**src/rst_supply_pkg.sv**
```systemverilog
package rst_supply_pkg;
  // Register address and control-register field positions
  localparam logic [7:0] SUPPLY_MONITOR_CONTROL_ADDR = 8'hff;
  localparam int DIG_EN_BIT = 7;
  localparam int DIG_STAT_BIT = 6;
  localparam int DIG_OK_BIT = 5;
  localparam int DIG_IE_BIT = 4;
  localparam int ANA_EN_BIT = 3;
  localparam int ANA_STAT_BIT = 2;
  localparam int ANA_OK_BIT = 1;
  localparam int ANA_IE_BIT = 0;
  // Reset values of the writable control bits
  localparam logic DIG_EN_RESET = 1'b1;
  localparam logic DIG_IE_RESET = 1'b0;
  localparam logic ANA_EN_RESET = 1'b0;
  localparam logic ANA_IE_RESET = 1'b0;
  localparam logic DIG_SEL_RESET = 1'b1;
  // Port latch and core defaults
  localparam logic [7:0] PORT_LATCH_RESET = 8'hff;
  localparam logic [15:0] PC_RESET = 16'h0000;
  localparam logic [3:0] WDT_DIV_RESET = 4'hc;
  // Power-on delay
  localparam int POR_DELAY_LOW_MS = 7;
  localparam int POR_DELAY_HIGH_MS = 15;
  localparam int CLK_KHZ = 125000;
  localparam int POR_DELAY_LOW_CYC = POR_DELAY_LOW_MS * CLK_KHZ;
  localparam int POR_DELAY_HIGH_CYC = POR_DELAY_HIGH_MS * CLK_KHZ;
  // Sequencer states
  typedef enum logic [3:0] {
    ST_POR_HOLD = 4'b0001,
    ST_POR_WAIT = 4'b0010,
    ST_RUN      = 4'b0100,
    ST_SYS_RST  = 4'b1000
  } seq_state_e;
endpackage

```
**src/reset_and_supply_monitor.sv**
```systemverilog
// Operation
// - Reset halts core, resets registers, forces ports, disables interrupts and timers.
// - RAM is never cleared by reset; stack pointer reinitialised by core reset.
// - During reset port latches are all ones, open drain, weak pull-ups on.
// - Supply-monitor and power-on resets drive the reset pin low.
// - On reset exit program counter is zero and internal oscillator selected.
// - On any reset exit watchdog enabled, clocked from system clock over twelve.
// - Power-up holds reset until above threshold, then waits power-on delay.
// - Power-on and power-fail resets set power-on flag; all other resets clear it.
// - Power-on monitor runs in sleep unless disabled; disabled means software, flash-error and pin resets are full.
// - After power-on or power-fail reset, digital monitor on and selected, analog off.
// - Selected monitor below reset threshold holds core and pin in reset.
// - After power-fail reset flag reads one, RAM invalid, digital monitor selected.
// - Monitor enable and selection are reset only by power-on and power-fail resets.
// - Sleep disables power-fail reset and monitors; wake restores software settings.
// - Early-warning ok flag clears at warning threshold; interrupt when enabled.
// - Flash write or erase with digital monitor disabled causes flash-error reset.
// - Supply-monitor reset releases without the power-on delay.
// - Software enables monitor, optionally waits, then selects it as reset source.
// - Control register at address 0xff on every page; defined reset values.
// - Status bits read zero at or below threshold, one above.
// - Writing the power-on flag bit deselects or selects digital monitor.
`timescale 1ns/1ps
module reset_and_supply_monitor
  import rst_supply_pkg::*;
#(
  parameter int POR_LOW_CYC = POR_DELAY_LOW_CYC,
  parameter int POR_HIGH_CYC = POR_DELAY_HIGH_CYC
) (
  // Clock, reset, enable
  input wire logic mclk,
  input wire logic reset,
  input wire logic clk_en,
  // Comparator levels (asynchronous)
  input wire logic por_above,
  input wire logic supply_high,
  input wire logic dig_above_reset,
  input wire logic dig_above_warn,
  input wire logic ana_above_reset,
  input wire logic ana_above_warn,
  // Other reset requests from the core side
  input wire logic sys_reset_req,
  input wire logic flash_wr_req,
  input wire logic sleep_mode,
  input wire logic por_monitor_disable,
  // Register access
  input wire logic reg_wr,
  input wire logic [7:0] reg_addr,
  input wire logic [7:0] reg_wdata,
  input wire logic power_on_flag_wr,
  input wire logic power_on_flag_wdata,
  output logic [7:0] supply_monitor_ctrl,
  output logic power_on_flag,
  // Reset pin, active low, open drain
  input wire logic rst_pin_in,
  output logic rst_pin_out,
  output logic rst_pin_oe_n,
  // Core side reset outputs
  output logic core_reset,
  output logic flash_error_reset,
  output logic [15:0] pc_reset_value,
  output logic int_osc_select,
  output logic wdt_enable,
  output logic [3:0] wdt_clk_div,
  output logic [7:0] port_latch,
  output logic port_open_drain,
  output logic weak_pullup_en,
  output logic ram_clear,
  // Early warning interrupts
  output logic dig_early_irq,
  output logic ana_early_irq
);

  // Synchronisers for comparator and pin levels
  localparam int NS = 7;
  logic [NS-1:0] s1_q, s1_d, s2_q, s2_d;
  logic por_ok, high_v, dig_st, dig_wk, ana_st, ana_wk, pin_lo;
  always_comb begin
    s1_d = {~rst_pin_in, ana_above_warn, ana_above_reset, dig_above_warn,
            dig_above_reset, supply_high, por_above};
    s2_d = s1_q;
  end
  always_ff @(posedge mclk) begin
    if (reset) begin
      s1_q <= '0;
      s2_q <= '0;
    end else if (clk_en) begin
      s1_q <= s1_d;
      s2_q <= s2_d;
    end
  end
  assign {pin_lo, ana_wk, ana_st, dig_wk, dig_st, high_v, por_ok} = s2_q;

  // Control register and sequencer state
  seq_state_e st_q, st_d;
  logic [31:0] cnt_q, cnt_d;
  logic dig_en_q, dig_en_d, ana_en_q, ana_en_d;
  logic dig_ie_q, dig_ie_d, ana_ie_q, ana_ie_d;
  logic dig_sel_q, dig_sel_d, pof_q, pof_d;
  logic drive_pin_q, drive_pin_d, ferr_q, ferr_d;
  logic pfail, por_drop, full_por, ctrl_wr;
  logic [1:0] drv_hist_q, drv_hist_d;
  logic ext_pin;

  // Own pin drive echoes through the synchroniser; mask it for two cycles after release
  always_comb begin
    drv_hist_d = {drv_hist_q[0], drive_pin_q};
  end
  always_ff @(posedge mclk) begin
    if (reset) begin
      drv_hist_q <= 2'b11;
    end else if (clk_en) begin
      drv_hist_q <= drv_hist_d;
    end
  end
  assign ext_pin = pin_lo & ~drive_pin_q & ~(|drv_hist_q);

  // Monitors off in sleep; software settings kept in the registers
  assign pfail = ~sleep_mode & dig_en_q & dig_sel_q & ~dig_st;
  assign por_drop = ~por_ok;
  // Software, flash-error and pin resets become full power-on reset while the monitor is disabled
  assign full_por = por_monitor_disable & (sys_reset_req | ferr_q | ext_pin);
  assign ctrl_wr = reg_wr & (reg_addr == SUPPLY_MONITOR_CONTROL_ADDR);

  // Next-state logic for sequencer and registers
  always_comb begin
    st_d = st_q;
    cnt_d = cnt_q;
    dig_en_d = dig_en_q;
    ana_en_d = ana_en_q;
    dig_ie_d = dig_ie_q;
    ana_ie_d = ana_ie_q;
    dig_sel_d = dig_sel_q;
    pof_d = pof_q;
    drive_pin_d = drive_pin_q;
    ferr_d = 1'b0;
    if (st_q == ST_RUN && ctrl_wr) begin
      dig_en_d = reg_wdata[DIG_EN_BIT];
      dig_ie_d = reg_wdata[DIG_IE_BIT];
      ana_en_d = reg_wdata[ANA_EN_BIT];
      ana_ie_d = reg_wdata[ANA_IE_BIT];
    end
    if (st_q == ST_RUN && power_on_flag_wr) begin
      dig_sel_d = power_on_flag_wdata;
    end
    if (st_q == ST_RUN && flash_wr_req && !dig_en_q) begin
      ferr_d = 1'b1;
    end
    case (st_q)
      ST_POR_HOLD: begin
        drive_pin_d = 1'b1;
        cnt_d = '0;
        if (por_ok) begin
          st_d = ST_POR_WAIT;
        end
      end
      ST_POR_WAIT: begin
        drive_pin_d = 1'b1;
        cnt_d = cnt_q + 32'd1;
        if (!por_ok) begin
          st_d = ST_POR_HOLD;
        end else if (cnt_q >= 32'(high_v ? POR_HIGH_CYC : POR_LOW_CYC) - 32'd1) begin
          st_d = ST_RUN;
          drive_pin_d = 1'b0;
        end
      end
      ST_RUN: begin
        if (por_drop || full_por) begin
          st_d = ST_POR_HOLD;
        end else if (pfail) begin
          st_d = ST_SYS_RST;
          drive_pin_d = 1'b1;
          pof_d = 1'b1;
        end else if (sys_reset_req || ferr_q || ext_pin) begin
          st_d = ST_SYS_RST;
          pof_d = 1'b0;
        end
      end
      ST_SYS_RST: begin
        if (por_drop) begin
          st_d = ST_POR_HOLD;
        end else if (drive_pin_q) begin
          if (dig_st) begin
            st_d = ST_RUN;
            drive_pin_d = 1'b0;
            dig_en_d = DIG_EN_RESET;
            dig_sel_d = DIG_SEL_RESET;
            ana_en_d = ANA_EN_RESET;
            dig_ie_d = DIG_IE_RESET;
            ana_ie_d = ANA_IE_RESET;
          end
        end else if (!sys_reset_req && !ext_pin) begin
          st_d = ST_RUN;
          dig_ie_d = DIG_IE_RESET;
          ana_ie_d = ANA_IE_RESET;
        end
      end
      default: begin
        st_d = ST_POR_HOLD;
      end
    endcase
    if (st_d == ST_POR_HOLD) begin
      pof_d = 1'b1;
      dig_en_d = DIG_EN_RESET;
      dig_sel_d = DIG_SEL_RESET;
      ana_en_d = ANA_EN_RESET;
      dig_ie_d = DIG_IE_RESET;
      ana_ie_d = ANA_IE_RESET;
      drive_pin_d = 1'b1;
    end
  end

  // State registers
  always_ff @(posedge mclk) begin
    if (reset) begin
      st_q <= ST_POR_HOLD;
      cnt_q <= '0;
      dig_en_q <= DIG_EN_RESET;
      ana_en_q <= ANA_EN_RESET;
      dig_ie_q <= DIG_IE_RESET;
      ana_ie_q <= ANA_IE_RESET;
      dig_sel_q <= DIG_SEL_RESET;
      pof_q <= 1'b1;
      drive_pin_q <= 1'b1;
      ferr_q <= 1'b0;
    end else if (clk_en) begin
      st_q <= st_d;
      cnt_q <= cnt_d;
      dig_en_q <= dig_en_d;
      ana_en_q <= ana_en_d;
      dig_ie_q <= dig_ie_d;
      ana_ie_q <= ana_ie_d;
      dig_sel_q <= dig_sel_d;
      pof_q <= pof_d;
      drive_pin_q <= drive_pin_d;
      ferr_q <= ferr_d;
    end
  end

  // Readback: status bits track the synchronised comparators
  always_comb begin
    supply_monitor_ctrl = 8'h00;
    supply_monitor_ctrl[DIG_EN_BIT] = dig_en_q;
    supply_monitor_ctrl[DIG_STAT_BIT] = dig_st;
    supply_monitor_ctrl[DIG_OK_BIT] = dig_wk;
    supply_monitor_ctrl[DIG_IE_BIT] = dig_ie_q;
    supply_monitor_ctrl[ANA_EN_BIT] = ana_en_q;
    supply_monitor_ctrl[ANA_STAT_BIT] = ana_st;
    supply_monitor_ctrl[ANA_OK_BIT] = ana_wk;
    supply_monitor_ctrl[ANA_IE_BIT] = ana_ie_q;
  end
  assign power_on_flag = pof_q;

  // Reset outputs toward core and pins
  assign core_reset = (st_q != ST_RUN);
  assign rst_pin_out = 1'b0;
  assign rst_pin_oe_n = ~drive_pin_q;
  assign flash_error_reset = ferr_q;
  assign pc_reset_value = PC_RESET;
  assign int_osc_select = core_reset;
  assign wdt_enable = core_reset;
  assign wdt_clk_div = WDT_DIV_RESET;
  assign port_latch = PORT_LATCH_RESET;
  assign port_open_drain = core_reset;
  assign weak_pullup_en = 1'b1;
  assign ram_clear = 1'b0;

  // Early-warning interrupt levels, gated off in sleep
  assign dig_early_irq = dig_ie_q & dig_en_q & ~sleep_mode & ~dig_wk;
  assign ana_early_irq = ana_ie_q & ana_en_q & ~sleep_mode & ~ana_wk;

endmodule

```
**config.mk**
```make
export PLATFORM = sky130hd
export DESIGN_NAME = reset_and_supply_monitor
export DESIGN_NICKNAME = d
export VERILOG_FILES = /design/src/rst_supply_pkg.sv /design/src/reset_and_supply_monitor.sv
export SDC_FILE = /design/constraint.sdc
export NUM_CORES = 1
export LEC_CHECK = 0
export BUFFER_PORTS_ARGS = -buffer_cell sky130_fd_sc_hd__buf_2
export CAP_MARGIN = 20
export CORE_MARGIN = 2
export CORE_UTILIZATION = 45
export CTS_CLUSTER_DIAMETER = 100
export DETAILED_ROUTE_END_ITERATION = 8
export PLACE_DENSITY_LB_ADDON = 0.05
export RECOVER_POWER = 25
export SYNTH_ARGS = -nofsm -noshare
export SYNTH_HDL_FRONTEND = slang
export SYNTH_SLANG_ARGS = --single-unit
```
**constraint.sdc**
```tcl
create_clock -name mclk -period 2.5 [get_ports mclk]
set_input_delay 0.375 -clock mclk [delete_from_list [all_inputs] [get_ports mclk]]
set_output_delay 0.375 -clock mclk [all_outputs]
set_load 0.01 [all_outputs]
```
## After elaboration in Yosys (flattened, before gate mapping)

Index checks and enable logic that the tools add are counted.

- Output and inout port bits: 48
- Memories: 0
- Bits in read-only memories: 0
- RAM bits: 0
- Input bits: 33
- Flip-flop bits (word level): 60
- Latch bits: 0

- Add/subtract/negate cells: 2
- Shift operators: 0
- Bitwise gates (word level): 23
- Equal/unequal tests: 11
- Reduce and logical (&&, ||, !) cells: 19
- Multipliers: 0
- Multiplexer cells: 60
- Magnitude comparators: 1
- Divide/modulo/power cells: 0

Operators by type and width:

| cell | number |
|---|---|
| 32-bit case mux with 2 select lines | 1 |
| 1-bit 2-to-1 mux | 46 |
| 4-bit 2-to-1 mux | 10 |
| 32-bit by 1-bit adder with 32-bit output, second input constant | 1 |
| 32-bit greater-or-equal comparator | 1 |
| 21-bit by 1-bit subtractor with 22-bit output, second input constant | 1 |
| 21-bit 2-to-1 mux | 1 |
| 4-bit case mux with 4 select lines | 1 |
| 1-bit bitwise AND | 13 |
| 4-bit by 1-bit == test with 1-bit output, second input constant | 2 |
| 8-bit == test, second input constant | 1 |
| 1-bit NOT | 8 |
| 3-bit by 2-bit != test with 1-bit output, second input constant | 2 |
| 1-bit logical AND | 5 |
| 5-bit AND reduction | 1 |
| 5-bit nonzero test | 1 |
| 4-bit by 2-bit == test with 1-bit output, second input constant | 1 |
| 4-bit by 3-bit == test with 1-bit output, second input constant | 1 |
| 4-bit == test, second input constant | 1 |
| 4-bit by 3-bit != test with 1-bit output, second input constant | 1 |
| 1-bit case mux with 4 select lines | 1 |
| 4-bit AND reduction | 1 |
| 2-bit nonzero test | 2 |
| 1-bit zero test | 3 |
| other kinds (7) | 10 |

## Longest topological paths before layout

- Depth after elaboration: 12
- Mapped depth: 7

## Worst setup path after synthesis

OpenSTA, ideal clock, no wires.

- Path kind: reg-to-reg
- Start point: register st_q[1]
- End point: register ana_en_q
- Clock period less this slack: 1.913 ns
- Arrival time: 1.796 ns
- Buffers on the path: 1
- Setup slack: 0.587 ns
- Cell stages (with the launch flop): 7
- Cell sequence: dfxtp_1 > buf_2 > nor4b_4 > inv_1 > o32ai_1 > o31ai_1 > a32o_1

- Cells in the longest elaborated chain, start to end: 8
- Elaborated cells between the ends (all ways): 23
- Those cells by class: eq/ne (5); mux (17); reduce/logical (1)

Ends and longest elaborated chain:

| element | RTL line | RTL |
|---|---|---|
| start, declared | reset_and_supply_monitor.sv:95 | `seq_state_e st_q, st_d;` |
| start signal, assigned | reset_and_supply_monitor.sv:227 | `st_q <= st_d;` |
| 4-bit by 3-bit == test with 1-bit output | reset_and_supply_monitor.sv:137, reset_and_supply_monitor.sv:149 |  |
| 1-bit logical AND | reset_and_supply_monitor.sv:137 | `if (st_q == ST_RUN && ctrl_wr) begin` |
| 1-bit 2-to-1 mux | reset_and_supply_monitor.sv:137 |  |
| 1-bit 2-to-1 mux | reset_and_supply_monitor.sv:183 | `if (dig_st) begin` |
| 1-bit 2-to-1 mux | reset_and_supply_monitor.sv:182 | `end else if (drive_pin_q) begin` |
| 1-bit 2-to-1 mux | reset_and_supply_monitor.sv:180 | `if (por_drop) begin` |
| 1-bit 2-to-1 mux | reset_and_supply_monitor.sv:149 | `case (st_q)` |
| 1-bit 2-to-1 mux * | reset_and_supply_monitor.sv:202 | `if (st_d == ST_POR_HOLD) begin` |
| end signal, assigned | reset_and_supply_monitor.sv:230 | `ana_en_q <= ana_en_d;` |
| end, declared | reset_and_supply_monitor.sv:97 | `logic dig_en_q, dig_en_d, ana_en_q, ana_en_d;` |

Every way passes the cells marked *; elsewhere a longest branch is shown, timed or not.
A chain may end at the register's enable or synchronous reset.

## Worst setup path after layout

- Start point: register s2_q[1]
- End point: register st_q[2]

- Cells in the longest elaborated chain, start to end: 6

Ends and longest elaborated chain:

| element | RTL line | RTL |
|---|---|---|
| start, declared | reset_and_supply_monitor.sv:76 | `logic [NS-1:0] s1_q, s1_d, s2_q, s2_d;` |
| start signal, assigned | reset_and_supply_monitor.sv:86 | `s2_q <= '0;` |
| start signal, assigned | reset_and_supply_monitor.sv:89 | `s2_q <= s2_d;` |
| 21-bit 2-to-1 mux | reset_and_supply_monitor.sv:162 | `end else if (cnt_q >= 32'(high_v ? POR_HIGH_CYC : POR_LOW_CYC) - 32'd1) begin` |
| 21-bit by 1-bit subtractor with 22-bit output | reset_and_supply_monitor.sv:162 |  |
| 32-bit greater-or-equal comparator | reset_and_supply_monitor.sv:162 |  |
| 4-bit 2-to-1 mux | reset_and_supply_monitor.sv:162 |  |
| 4-bit 2-to-1 mux | reset_and_supply_monitor.sv:160 | `if (!por_ok) begin` |
| 4-bit case mux with 4 select lines | reset_and_supply_monitor.sv:149 |  |

No other way between the ends.

==> flow_metrics.tcl <==
set metrics [dict create \
    outcome "finished clean" \
    dp_hpwl_um 5193 \
    post-place-ws_ns 0.3128 \
    startpoint_type "flop" \
    synthMostInstantiatedCell "dfxtp_1" \
    max-vdd-ir-drop_uv 282.3 \
    die_w_um 92.17 \
    cts_buffers 9 \
    setup_viol 0 \
    finalMaxSlewViolations 0 \
    grt_setup_unrepaired "false" \
    cts_resized 0 \
    tightest_slew_ns 0.5387 \
    p_per_area_nw_per_um2 503.9 \
    synthCells 420 \
    tns_ns 0 \
    track_usage_pct 18.31 \
    ys_top_cells_by_area "dfxtp_1, buf_4, nor2_1" \
    endpoint_kind "flop" \
    grt-ovfl-total 0 \
    post-route-period-util_pct 87.16 \
    cts-root-buf "clkbuf_8" \
    via_per_inst 5.189 \
    die_height_um 92.17 \
    arrival_ns 2.40 \
    drt_first_pass_iters 4 \
    grt_max_degree 36 \
    relSlewSlack_pct 64.04 \
    slowest_stage "dfxtp_1" \
    diodes 0 \
    initial_core_util_pct 45.75 \
    multi_input_area_um2 1953 \
    leakagePower_nw 1.496 \
    routabilityCongestion 0.8293 \
    drt.antenna.violating_nets 0 \
    grt_pass1_wl_um 12550 \
    hold_class "in -> reg" \
    synth-seq-cells 60 \
    drtIter0Drc 87 \
    required_ns 2.72 \
    yosys_warnings 0 \
    yosysTopAreaCell "dfxtp_1" \
    synth_flop_cell "dfxtp_1" \
    io_buffers 45 \
    drive_above_1_share_pct 16.12 \
    post_cts_buffers 0 \
    final.setup.worst_slack_ns 0.3210 \
    fillers 765 \
    wire_per_inst_um 13.07 \
    ys_seq_area_share_pct 34.33 \
    drc 0 \
    antenna_found_initial 0 \
    clk_latency_ns 0.33 \
    drt_wl_total_um 7335 \
    fin_crit_ns 2.179 \
    dieArea_um2 8495 \
    ios 81 \
    synthTopCellsByCount "dfxtp_1, nor2_1, buf_4, nand2_1, xnor2_1" \
    nets 496 \
    syn_avg_cell_area_um2 8.329 \
    register_area_um2 1201 \
    max_freq_ghz 0.4589 \
    crit_type "reg -> reg" \
    cts_buffer_depth 2 \
    cp_max_fo 7 \
    synth-async-reset-ratio_pct 0 \
    synthDistinctLibCells 60 \
    synth_edf_count 0 \
    clkSinkCount 60 \
    syn-cell-area_um2 3498 \
    cts_tree "built" \
    cts_hold_buf 0 \
    grt_pass1_vias 2628 \
    worstPathCellList "inv_1 > ha_1 > nand4b_1 > nor4_1 > a211oi_1 > a21oi_1 > o311a_1" \
    critPathMaxStageDelay_ns 0.49 \
    netlist.area_leader.share_pct 34.33 \
    core_area_um2 7647 \
    syn_to_final_growth_pct 8.655 \
    num_rows 32 \
    ctsHtreeMaxLevel 3 \
    skew_ns 0.009582 \
    hold_viol 0 \
    maxCapViolCount 0 \
    clk_pin_slew_worst_paths_ns 0.08 \
    vias 2911 \
]
path summary, 6_finish.rpt:
| path | slack, ns | cells past startpoint | end | from |
|---|---|---|---|---|
| worst max register to register | 0.32 | 7 | st_q[2] | s2_q[1] |
| worst min-delay path | 0.22 | 2 | s1_q[6] | rst_pin_in |
| worst min register to register | 0.47 | 2 | ana_ie_q | ana_ie_q |
| worst max-delay path | 0.32 | 7 | st_q[2] | s2_q[1] |
placed cells by master (no fill, tap or decap), types with 10 or more instances in the layout:
| master | n |
|---|---|
| conb_1 | 31 |
| mux2i_1 | 16 |
| dfxtp_1 | 60 |
| a21oi_1 | 18 |
| inv_1 | 14 |
| nand2_1 | 28 |
| nor2_1 | 51 |
| nor3_1 | 12 |
| or3_1 | 10 |
| xnor2_1 | 19 |
| o21ai_0 | 17 |
| nand3_1 | 15 |
| buf_2 | 41 |
logic make-up (layout without fill, tap and decap cells):
family                     Yosys count  count (layout)  share of synthesized area, %
other                                2              31                        0.2147
xor gates and xnor gates            23              23                         5.973
and+or+nand+nor                    169             169                         26.22
adders and majority gates            9               9                         3.219
buffers and inverters               75              85                         12.95
AOI/OAI and AO/OA                   66              66                         12.52
muxes                               16              16                         4.578
DFF                                 60              60                         34.33
critical path, delay by kind of cell (launching register included):
kind | cells | cell delay (ns)
compound gates | 3 | 0.92
fa+ha+maj | 1 | 0.33
simple gates | 2 | 0.18
buf+inv | 1 | 0.15
flops | 1 | 0.49
power by group:
group	internal [mW]	total (mW)	switching, mW	leakage, nW
logic	0.0548	0.148	0.0931	0.924
clock network	0.364	0.782	0.418	0.0860
registers	0.969	0.986	0.0167	0.486
total	1.39	1.92	0.528	1.50
sequential cells by signal, summed over array words and instances (netlist names), 2 cells and up:
signal	count
s2_q	7
st_q	4
drv_hist_q	2
cnt_q	32
s1_q	7
final cells by class:
type | instances | area share, %
multi-input combinational | 314 | 51.38
clock inverter | 7 | 1.350
clock buffer | 9 | 3.259
inverter | 15 | 1.481
sequential | 60 | 31.60
tap | 102 | 3.357
timing repair buffer | 54 | 7.571
through the flow:
step / util (%) / power (mW) / hold WS (ns) / instance area, um2 / std cells
after global placement: 47.48 / 1.156 / 0.4464 / 3631 / 545
after floorplan: - / 1.148 / 0.4331 / 3607 / 449
after global routing: 49.71 / 2.005 / 0.2115 / 3801 / 561
after CTS: 49.77 / 1.944 / 0.2116 / 3806 / 561
final: 49.71 / 1.916 / 0.2238 / 3801 / 561
after detailed placement: 47.48 / 1.157 / 0.4592 / 3631 / 545
metal layers:
metal	GRT usage (%)	vias up	wire, um
met4	8.706	0	148
li1	-	1484	-
met5	0	-	0
met1	23.84	1337	3453
met3	3.451	12	308
met2	29.23	78	3425
(Power assumes the default switching activity.)
